--- src/hw/serial_ctrl_consts.vh ---
`ifndef SERIAL_CTRL_CONSTS_VH
`define SERIAL_CTRL_CONSTS_VH
`define WORD_BITS 16
`define REG_ADDR_RESET 7'h00
`define REG_ADDR_GPIO_LOW 7'h08
`define REG_ADDR_JACK_CFG 7'h09
`define REG_ADDR_JACK_EN 7'h0d
`define BUS_ADDR_2W 7'h1a
`define RST_JACK_CFG 9'h000
`define RST_JACK_EN 9'h000
`define RST_GPIO_LOW 9'h000
`define DET_SRC_LSB 4
`define DET_ENABLE_BIT 6
`define MID_LOW_BIT 7
`define MID_HIGH_BIT 8
`define JE_SPK0_BIT 1
`define JE_MONO0_BIT 2
`define JE_SPK1_BIT 5
`define JE_MONO1_BIT 6
`define SRC_PIN_ONE 2'b00
`define SRC_LINE_IN 2'b01
`define SRC_PIN_TWO 2'b11
`define SLOW_TICK_LOG2 21
`endif

--- src/hw/serial_control_and_jack_detect.v ---
// Function
// - Mode pin low two-wire, high three-wire.
// - Word: seven address bits, nine data bits.
// - Three-wire shifts data on clock rise.
// - Latch rise stores last sixteen bits.
// - Three-wire: shared pin is latch only.
// - Two-wire slave; start is data fall.
// - After start, eight bits MSB first.
// - Fixed bus address binary 0011010.
// - Matching address acknowledged by pulling low.
// - Mismatch or read bit goes idle.
// - Upper then lower byte, each acknowledged.
// - Stop is data rise; return idle.
// - Unexpected start or stop aborts transfer.
// - Write to address zero restores defaults.
// - Power-on reset loads all defaults.
// - Bits 5:4 choose detect source pin.
// - Bit six enables jack detection.
// - Debounce on 2^21 master-clock slow tick.
// - Raw pin level used, no inversion.
// - Low field or high field by level.
// - Output enable ANDs normal and jack.
// - Midrail enable ORs normal and jack.
// - Detection off: enables one, midrail zero.
`timescale 1ns/1ps
`include "serial_ctrl_consts.vh"
module serial_control_and_jack_detect #(
  parameter TICK_LOG2 = `SLOW_TICK_LOG2
) (
  input wire ref_clk,
  input wire rst,
  input wire mode_pin,
  input wire ctrl_clk_pin,
  input wire ctrl_data_pin,
  output reg ctrl_data_out,
  output reg ctrl_data_oe,
  input wire latch_or_io_one_pin,
  input wire line_in_detect_pin,
  input wire io_pin_two,
  input wire spk_normal_en,
  input wire mono_normal_en,
  input wire midrail_normal_en,
  output reg speaker_output_en,
  output reg mono_output_en,
  output reg midrail_reference_en,
  output reg [8:0] jack_detect_config,
  output reg [8:0] jack_state_output_enables,
  output reg [8:0] io_low_config,
  output reg jack_level
);
  // ----------------------------------------
  // Pin synchronisers.
  // ----------------------------------------
  // Async pins pass three stages; the second and third must agree to count.
  reg [2:0] s_mode, s_clk, s_dat, s_lat, s_lin, s_io2;
  reg mode_q, clk_q, dat_q, lat_q, lin_q, io2_q;
  always @(posedge ref_clk) begin
    s_mode <= {s_mode[1:0], mode_pin};
    s_clk <= {s_clk[1:0], ctrl_clk_pin};
    s_dat <= {s_dat[1:0], ctrl_data_pin};
    s_lat <= {s_lat[1:0], latch_or_io_one_pin};
    s_lin <= {s_lin[1:0], line_in_detect_pin};
    s_io2 <= {s_io2[1:0], io_pin_two};
    if (rst) begin
      mode_q <= 1'b0;
      clk_q <= 1'b0;
      dat_q <= 1'b1;
      lat_q <= 1'b0;
      lin_q <= 1'b0;
      io2_q <= 1'b0;
    end else begin
      if (s_mode[1] == s_mode[2]) mode_q <= s_mode[2];
      if (s_clk[1] == s_clk[2]) clk_q <= s_clk[2];
      if (s_dat[1] == s_dat[2]) dat_q <= s_dat[2];
      if (s_lat[1] == s_lat[2]) lat_q <= s_lat[2];
      if (s_lin[1] == s_lin[2]) lin_q <= s_lin[2];
      if (s_io2[1] == s_io2[2]) io2_q <= s_io2[2];
    end
  end
  reg clk_p_q, dat_p_q, lat_p_q;
  always @(posedge ref_clk) begin
    if (rst) begin
      clk_p_q <= 1'b0;
      dat_p_q <= 1'b1;
      lat_p_q <= 1'b0;
    end else begin
      clk_p_q <= clk_q;
      dat_p_q <= dat_q;
      lat_p_q <= lat_q;
    end
  end
  wire scl_rise = clk_q & ~clk_p_q;
  wire scl_fall = ~clk_q & clk_p_q;
  wire three_wire = mode_q;
  wire start_cond = ~three_wire & clk_q & clk_p_q & dat_p_q & ~dat_q;
  wire stop_cond = ~three_wire & clk_q & clk_p_q & ~dat_p_q & dat_q;
  // ----------------------------------------
  // Three-wire shift path.
  // ----------------------------------------
  reg [15:0] sh3_q;
  always @(posedge ref_clk) begin
    if (rst) sh3_q <= 16'h0000;
    else if (three_wire && scl_rise) sh3_q <= {sh3_q[14:0], dat_q};
  end
  // Shared pin is read as latch in three-wire mode regardless of function select.
  wire latch_rise = three_wire & lat_q & ~lat_p_q;
  // ----------------------------------------
  // Two-wire slave.
  // ----------------------------------------
  localparam ST_IDLE = 5'b00001;
  localparam ST_ADDR = 5'b00010;
  localparam ST_ACK = 5'b00100;
  localparam ST_DATA = 5'b01000;
  localparam ST_WAIT = 5'b10000;
  reg [4:0] st_q;
  reg [3:0] cnt_q;
  reg [7:0] sh2_q;
  reg [1:0] phase_q;
  reg [15:0] word2_q;
  reg ack_on_q;
  reg wr2_q;
  always @(posedge ref_clk) begin
    if (rst) begin
      st_q <= ST_IDLE;
      cnt_q <= 4'h0;
      sh2_q <= 8'h00;
      phase_q <= 2'b00;
      word2_q <= 16'h0000;
      ack_on_q <= 1'b0;
      wr2_q <= 1'b0;
    end else begin
      wr2_q <= 1'b0;
      if (three_wire) begin
        st_q <= ST_IDLE;
        ack_on_q <= 1'b0;
      end else if (start_cond) begin
        st_q <= ST_ADDR;
        cnt_q <= 4'h0;
        ack_on_q <= 1'b0;
        phase_q <= 2'b00;
      end else if (stop_cond) begin
        st_q <= ST_IDLE;
        ack_on_q <= 1'b0;
      end else begin
        case (st_q)
          ST_ADDR, ST_DATA: begin
            if (scl_rise) begin
              sh2_q <= {sh2_q[6:0], dat_q};
              cnt_q <= cnt_q + 4'h1;
            end
            if (scl_fall && cnt_q == 4'h8) begin
              cnt_q <= 4'h0;
              if (phase_q == 2'b00) begin
                if (sh2_q == {`BUS_ADDR_2W, 1'b0}) begin
                  ack_on_q <= 1'b1;
                  st_q <= ST_ACK;
                end else begin
                  st_q <= ST_IDLE;
                end
              end else begin
                if (phase_q == 2'b01) word2_q[15:8] <= sh2_q;
                else word2_q[7:0] <= sh2_q;
                ack_on_q <= 1'b1;
                st_q <= ST_ACK;
              end
            end
          end
          ST_ACK: begin
            if (scl_fall) begin
              ack_on_q <= 1'b0;
              if (phase_q == 2'b10) begin
                wr2_q <= 1'b1;
                st_q <= ST_WAIT;
              end else begin
                phase_q <= phase_q + 2'b01;
                st_q <= ST_DATA;
              end
            end
          end
          ST_WAIT: st_q <= ST_WAIT;
          default: st_q <= ST_IDLE;
        endcase
      end
    end
  end
  always @(posedge ref_clk) begin
    if (rst) begin
      ctrl_data_out <= 1'b0;
      ctrl_data_oe <= 1'b0;
    end else begin
      ctrl_data_out <= 1'b0;
      ctrl_data_oe <= ack_on_q & ~three_wire;
    end
  end
  // ----------------------------------------
  // Register file.
  // ----------------------------------------
  wire wr_any = latch_rise | wr2_q;
  wire [15:0] word = three_wire ? sh3_q : word2_q;
  wire [6:0] w_addr = word[15:9];
  wire [8:0] w_data = word[8:0];
  always @(posedge ref_clk) begin
    if (rst) begin
      jack_detect_config <= `RST_JACK_CFG;
      jack_state_output_enables <= `RST_JACK_EN;
      io_low_config <= `RST_GPIO_LOW;
    end else if (wr_any) begin
      if (w_addr == `REG_ADDR_RESET) begin
        jack_detect_config <= `RST_JACK_CFG;
        jack_state_output_enables <= `RST_JACK_EN;
        io_low_config <= `RST_GPIO_LOW;
      end else if (w_addr == `REG_ADDR_JACK_CFG) begin
        jack_detect_config <= w_data;
      end else if (w_addr == `REG_ADDR_JACK_EN) begin
        jack_state_output_enables <= w_data;
      end else if (w_addr == `REG_ADDR_GPIO_LOW) begin
        io_low_config <= w_data;
      end
    end
  end
  // ----------------------------------------
  // Jack detect.
  // ----------------------------------------
  wire det_on = jack_detect_config[`DET_ENABLE_BIT];
  wire [1:0] src = jack_detect_config[`DET_SRC_LSB+1:`DET_SRC_LSB];
  reg det_raw;
  always @* begin
    // Raw levels only; invert bits are deliberately ignored.
    if (src == `SRC_PIN_ONE) det_raw = three_wire ? 1'b0 : lat_q;
    else if (src == `SRC_LINE_IN) det_raw = lin_q;
    else if (src == `SRC_PIN_TWO) det_raw = io2_q;
    else det_raw = 1'b0;
  end
  // Slow tick trades response time for immunity to contact bounce.
  reg [TICK_LOG2-1:0] tick_cnt_q;
  reg [1:0] db_q;
  always @(posedge ref_clk) begin
    if (rst) begin
      tick_cnt_q <= {TICK_LOG2{1'b0}};
      db_q <= 2'b00;
      jack_level <= 1'b0;
    end else begin
      tick_cnt_q <= tick_cnt_q + {{(TICK_LOG2-1){1'b0}}, 1'b1};
      if (&tick_cnt_q) begin
        db_q <= {db_q[0], det_raw};
        if (db_q[0] == det_raw) jack_level <= det_raw;
      end
    end
  end
  wire [8:0] je = jack_state_output_enables;
  wire jspk = ~det_on | (jack_level ? je[`JE_SPK1_BIT] : je[`JE_SPK0_BIT]);
  wire jmono = ~det_on | (jack_level ? je[`JE_MONO1_BIT] : je[`JE_MONO0_BIT]);
  wire jmid = det_on & (jack_level ? jack_detect_config[`MID_HIGH_BIT]
                                   : jack_detect_config[`MID_LOW_BIT]);
  always @(posedge ref_clk) begin
    if (rst) begin
      speaker_output_en <= 1'b0;
      mono_output_en <= 1'b0;
      midrail_reference_en <= 1'b0;
    end else begin
      speaker_output_en <= spk_normal_en & jspk;
      mono_output_en <= mono_normal_en & jmono;
      midrail_reference_en <= midrail_normal_en | jmid;
    end
  end
endmodule

--- config.mk ---
export PLATFORM = sky130hd
export DESIGN_NAME = serial_control_and_jack_detect
export DESIGN_NICKNAME = d
export VERILOG_FILES = /design/src/hw/serial_control_and_jack_detect.v
export VERILOG_INCLUDE_DIRS = /design/src /design/src/hw
export SDC_FILE = /design/constraint.sdc
export NUM_CORES = 1
export LEC_CHECK = 0
export BUFFER_PORTS_ARGS = -buffer_cell sky130_fd_sc_hd__clkbuf_2
export CORE_MARGIN = 2
export CORE_UTILIZATION = 50
export DETAILED_ROUTE_END_ITERATION = 12
export PLACE_DENSITY = 0.73
export SYNTH_ARGS = -nofsm -noshare
export SYNTH_HDL_FRONTEND = slang
export SYNTH_SLANG_ARGS = --single-unit
--- constraint.sdc ---
create_clock -name ref_clk -period 2 [get_ports ref_clk]
set_input_delay 0.2 -clock ref_clk [delete_from_list [all_inputs] [get_ports ref_clk]]
set_output_delay 0.2 -clock ref_clk [all_outputs]
set_load 0.01 [all_outputs]
Word-level counts from Yosys, hierarchy flattened
Cells that the tools add are included.
Cells by class
  add/subtract/negate cells: 3
  equal/unequal tests: 29
  multiplexer cells: 41
  bitwise gates (word level): 31
  reductions and logical operators: 30
Operator list (count)
  $mux 9: 9
  $reduce_and 22->1: 1
  $add 21x1->21 const B: 1
  $eq 7x4->1 const B: 3
  $reduce_and 21->1: 1
  $mux 4: 5
  $mux 5: 4
  $mux 16: 1
  $pmux 5 s3: 1
  $and 1x1->1: 14
  $mux 2: 7
  $reduce_and 7->1: 2
  $reduce_bool 2->1: 7
  $not 1->1: 13
  $mux 1: 12
  $ne 2x2->1 const B: 6
  $reduce_and 4->1: 3
  $reduce_and 5->1: 2
  $eq 8x6->1 const B: 1
  $ne 4x4->1 const B: 2
  $eq 1x1->1: 7
  $logic_not 7->1: 1
  $reduce_and 2->1: 3
  $reduce_or 6->1: 1
  other kinds (19): 27
Storage, ports and cells
  bits in registers: 134
  logic and storage cells: 169

Logic depth before layout (Yosys ltp)
  depth in word-level cells: 7
  gate-level depth with buffers: 8

Worst setup path after synthesis
Ideal clock, no wire load.
  path kind: reg-to-reg
  start: register mode_q
  end: register word2_q[7]
  setup time: 0.128 ns
  arrival time: 1.502 ns
  path slack: 0.370 ns
  stages on the path, launching flop included: 8
  path buffers: 2
  cell sequence: dfxtp_1 > buf_4 > and3b_1 > a211oi_2 > nor4b_4 > buf_6 > mux2i_1 > nor2_1
Between the ends
  cells in the longest elaborated chain, start to end: 7
Ends and longest elaborated chain
  start, declared: RTL line serial_control_and_jack_detect.v:56  | reg mode_q, clk_q, dat_q, lat_q, lin_q, io2_q;
  start signal, assigned: RTL line serial_control_and_jack_detect.v:72  | if (s_mode[1] == s_mode[2]) mode_q <= s_mode[2];
  $not 1->1 (no line) *
  $and 1x1->1 (2 in series): RTL line serial_control_and_jack_detect.v:95, serial_control_and_jack_detect.v:96
  $and 1x1->1 (on tied branches) (2 in series): RTL line serial_control_and_jack_detect.v:96, serial_control_and_jack_detect.v:95
  $not 1->1 (no line)
  $reduce_and 7->1 (no line) *
  end signal, assigned: RTL line serial_control_and_jack_detect.v:162  | else word2_q[7:0] <= sh2_q;
  end, declared: RTL line serial_control_and_jack_detect.v:119  | reg [15:0] word2_q;
Mark *: on every way between the ends. The rest lies on a longest branch, timed or not.
A chain may end at the register's enable or synchronous reset.

Worst setup path in the final report
  start: register mode_q
  end: register word2_q[5]
Same word-level chain as after synthesis.

==> impl_metrics.toml <==
[finish]
antenna_cells = 0
multiInputGateArea_sq_mm = 0.00248
layout-drive-gt1-share_pct = 18.1
seq_area_sq_mm = 0.00268
fill_cells = 848
area_growth_pct = 20.5
layout.nets = 627

[worst_setup_path]
crit_chain = "and3b_1 > a211oi_2 > nor4b_4 > buf_4 > mux2i_1 > nor2_1"
worstSetupPathType = "reg -> reg"
cpPeakStageDelay_ps = 480
critPathMaxFanout = 8
reg2reg_depth = 6
timing.rr.start = "mode_q"
rrSetupSlack_ps = 90
critical_path.startpoint = "mode_q"
crit_path_end_kind = "flip-flop"
crit_arrival_ps = 2310
reg2reg_to = "word2_q[5]"
cp.required_ps = 2390
crit_slowest_cell = "dfxtp_1"
worstSetupStartpointType = "flip-flop"

[synth]
synth-main-ff-cell = "dfxtp_1"
synth_warnings = 0
synthTopCellsByCount = "dfxtp_1 (134), nor2_1 (72), nand2_1 (50)"
syn_area_per_cell_sq_um = 9.61
yosysSeqAreaShare_pct = 50.8
syn_area_sq_mm = 0.00528
ys_ff_latch = 134
async_flop_share_pct = 0
syn_inst = 550
synth_area_leaders = "dfxtp_1 (51%), mux2i_1 (7.2%), nor2_1 (5.1%), a21oi_1 (4.0%), nand2_1 (3.6%)"
synth_nets = 567
synth_top_area_cell = "dfxtp_1"
yosysMostFrequentCell = "dfxtp_1"
yosys.area.top_type_share_pct = 50.8
synth.distinct_cells = 65
synth_edf_count = 0

[floorplan]
io_pins = 44
fp.coreArea_sq_mm = 0.0103
dieArea_sq_mm = 0.0114
start_util_pct = 51.4
die_w_microns = 107
die_h_microns = 107
rows = 37

[sta]
worstMarginPinSlew_ps = 561
finalClockSkew_ps = 7.16
hold_viol = 0
rsz0062_at_grt = "no"
setup_violations = 0
finalSetupTns_ps = 0
timing.final.crit_period_ps = 1910
slew_headroom_pct = 62.6
drv_slew = 0
fin_crit_sh_pct = 95.6
fmax_mhz = 523

[detailed_routing]
wl_per_cell_microns = 14.8
drtAntennaViolNets = 0
routed_via_density = 5.51
vias = 4185
drtIter0Drc = 244
wl_microns = 11200
drc = 0
dr.pass1.iters = 5

[clock_network]
cts.clk_slew.worst_paths_ps = 60
clock_latency_ps = 510
clock_path_buffers = 2
htreeDepth = 4
cts_made_buffers = 17
numClockSinks = 134
cts_tree = "yes"
cts-root-buf = "clkbuf_8"

[place]
dp_hpwl_microns = 7470
routabilityCongestion = 0.800
numPortBuffers = 42

[pwr]
p_seq_share_pct = 46.6
power_switching_share_pct = 22.3
p_clk_share_pct = 50.4
share_comb_of_total_power_pct = 3.0
finalPower_mw = 5.87
p_leak_nw = 2.49
max-vdd-ir-drop_mv = 0.905
power.switching_mw = 1.31
power_density_mw_per_mm2 = 922
p_int_mw = 4.56

[worst_hold_path]
hold_class = "in -> reg"
hold_end = "tick_cnt_q[5]"
hp-start = "rst"
holdPathStages = 2

[global_routing]
overflow = 0
antenna_found_initial = 0
grt_max_degree = 50
grt_pass1_wl_microns = 18000
grt_usage_pct = 19.8
grt_pass1_vias = 3897

[outcome]
status = "finished, final reports clean"

[run]
maxCapViolCount = 0
-- worst max-delay path by stage --
| stage | to | slack, ps | cells after the start |
|---|---|---|---|
| finish | word2_q[5] | 90 | 6 |
| global route | jack_state_output_enables[3] | 2 | 6 |
| CTS | jack_state_output_enables[1] | 30 | 6 |
| detailed placement | jack_detect_config[2] | -40 | 6 |
| global placement | jack_detect_config[8] | 10 | 6 |
| floorplan | word2_q[7] | 370 | 7 |
-- through the flow --
step / utilization [%] / hold WS, ps / setup WS, ps / instances / area [sq um]
2_1_floorplan: - / 228 / 370 / 550 / 5280
3_3_place_gp: 55.1 / 302 / 10.5 / 716 / 5660
3_5_place_dp: 55.1 / 304 / -43.1 / 716 / 5660
4_1_cts: 61.5 / 129 / 28.0 / 757 / 6320
5_1_grt: 62.0 / 159 / 2.26 / 759 / 6370
6_report: 62.0 / 148 / 87.0 / 759 / 6370
-- critical path, delay by kind of cell, from the launching register on --
family | cells | cell delay, ps
AOI/OAI and AO/OA | 1 | 260
and+or+nand+nor | 3 | 570
muxes | 1 | 240
DFF | 1 | 480
buffers and inverters | 1 | 240
-- cells in the final DEF, fill, tap and decap left out, drive strengths merged, types with 6 or more instances in the layout --
| cell | n |
|---|---|
| clkinv | 6 |
| nand3 | 12 |
| xnor2 | 7 |
| nand4 | 8 |
| mux2i | 38 |
| clkbuf | 58 |
| and2 | 8 |
| xor2 | 13 |
| buf | 16 |
| inv | 14 |
| nor2 | 73 |
| ha | 6 |
| nor3 | 13 |
| o21ai | 12 |
| dlygate4sd3 | 9 |
| a21oi | 43 |
| nor2b | 6 |
| nand2b | 13 |
| nand2 | 50 |
| a22o | 17 |
| dfxtp | 134 |
| a31oi | 6 |
-- state kept, by name, indices dropped and copies added (netlist names), 2 cells and up --
signal                     count
cnt_q                          4
io_low_config                  9
jack_detect_config             9
jack_state_output_enables      9
phase_q                        2
s_clk                          3
s_dat                          3
s_io2                          3
s_lat                          3
s_lin                          3
s_mode                         3
sh2_q                          8
sh3_q                         16
st_q                           5
tick_cnt_q                    21
word2_q                       16
-- per-layer routing --
layer  vias up  wire length [microns]  track usage [%]
met5         -                      0                0
met2       105                   5610             33.3
met3        13                    487             5.65
met1      2026                   4980             24.5
li1       2041                      -                -
met4         0                    132             6.40
-- final cells by class --
cell class	instances	area share (%)
sequential	134	42.1
multi-input combinational	380	38.9
timing repair buffer	66	6.72
clock buffer	17	6.50
tap	136	2.67
clock inverter	15	2.42
inverter	11	0.648
-- kinds of logic after synthesis --
kind of cell | count (synthesis) | synth area share [%]
AND/OR/NAND/NOR | 211 | 20.8
AO/OA/AOI/OAI | 99 | 12.4
adder cells (fa/ha/maj) | 6 | 1.42
other | 1 | 0.0710
multiplexers | 43 | 8.26
XOR/XNOR | 20 | 3.32
buffers and inverters | 36 | 3.01
flip-flops | 134 | 50.8
-- power groups by stage --
stage               clock, mW  sequential (mW)  combinational, mW
floorplan                   0             2.79              0.113
global placement            0             2.79              0.153
detailed placement          0             2.80              0.157
CTS                      3.00             2.74              0.172
global route             3.12             2.74              0.193
finish                   2.96             2.74              0.176
-- repair_timing --
| action | in CTS | in global routing |
|---|---|---|
| buffers inserted | 0 | 2 |
| endpoints found under the setup margin | 9 | 26 |
| hold buffers | 9 | 0 |
| hold endpoints to repair | 9 | 0 |
| pin swaps | 0 | 1 |
| resized for setup | 1 | 4 |
(Power assumes the default switching activity.)
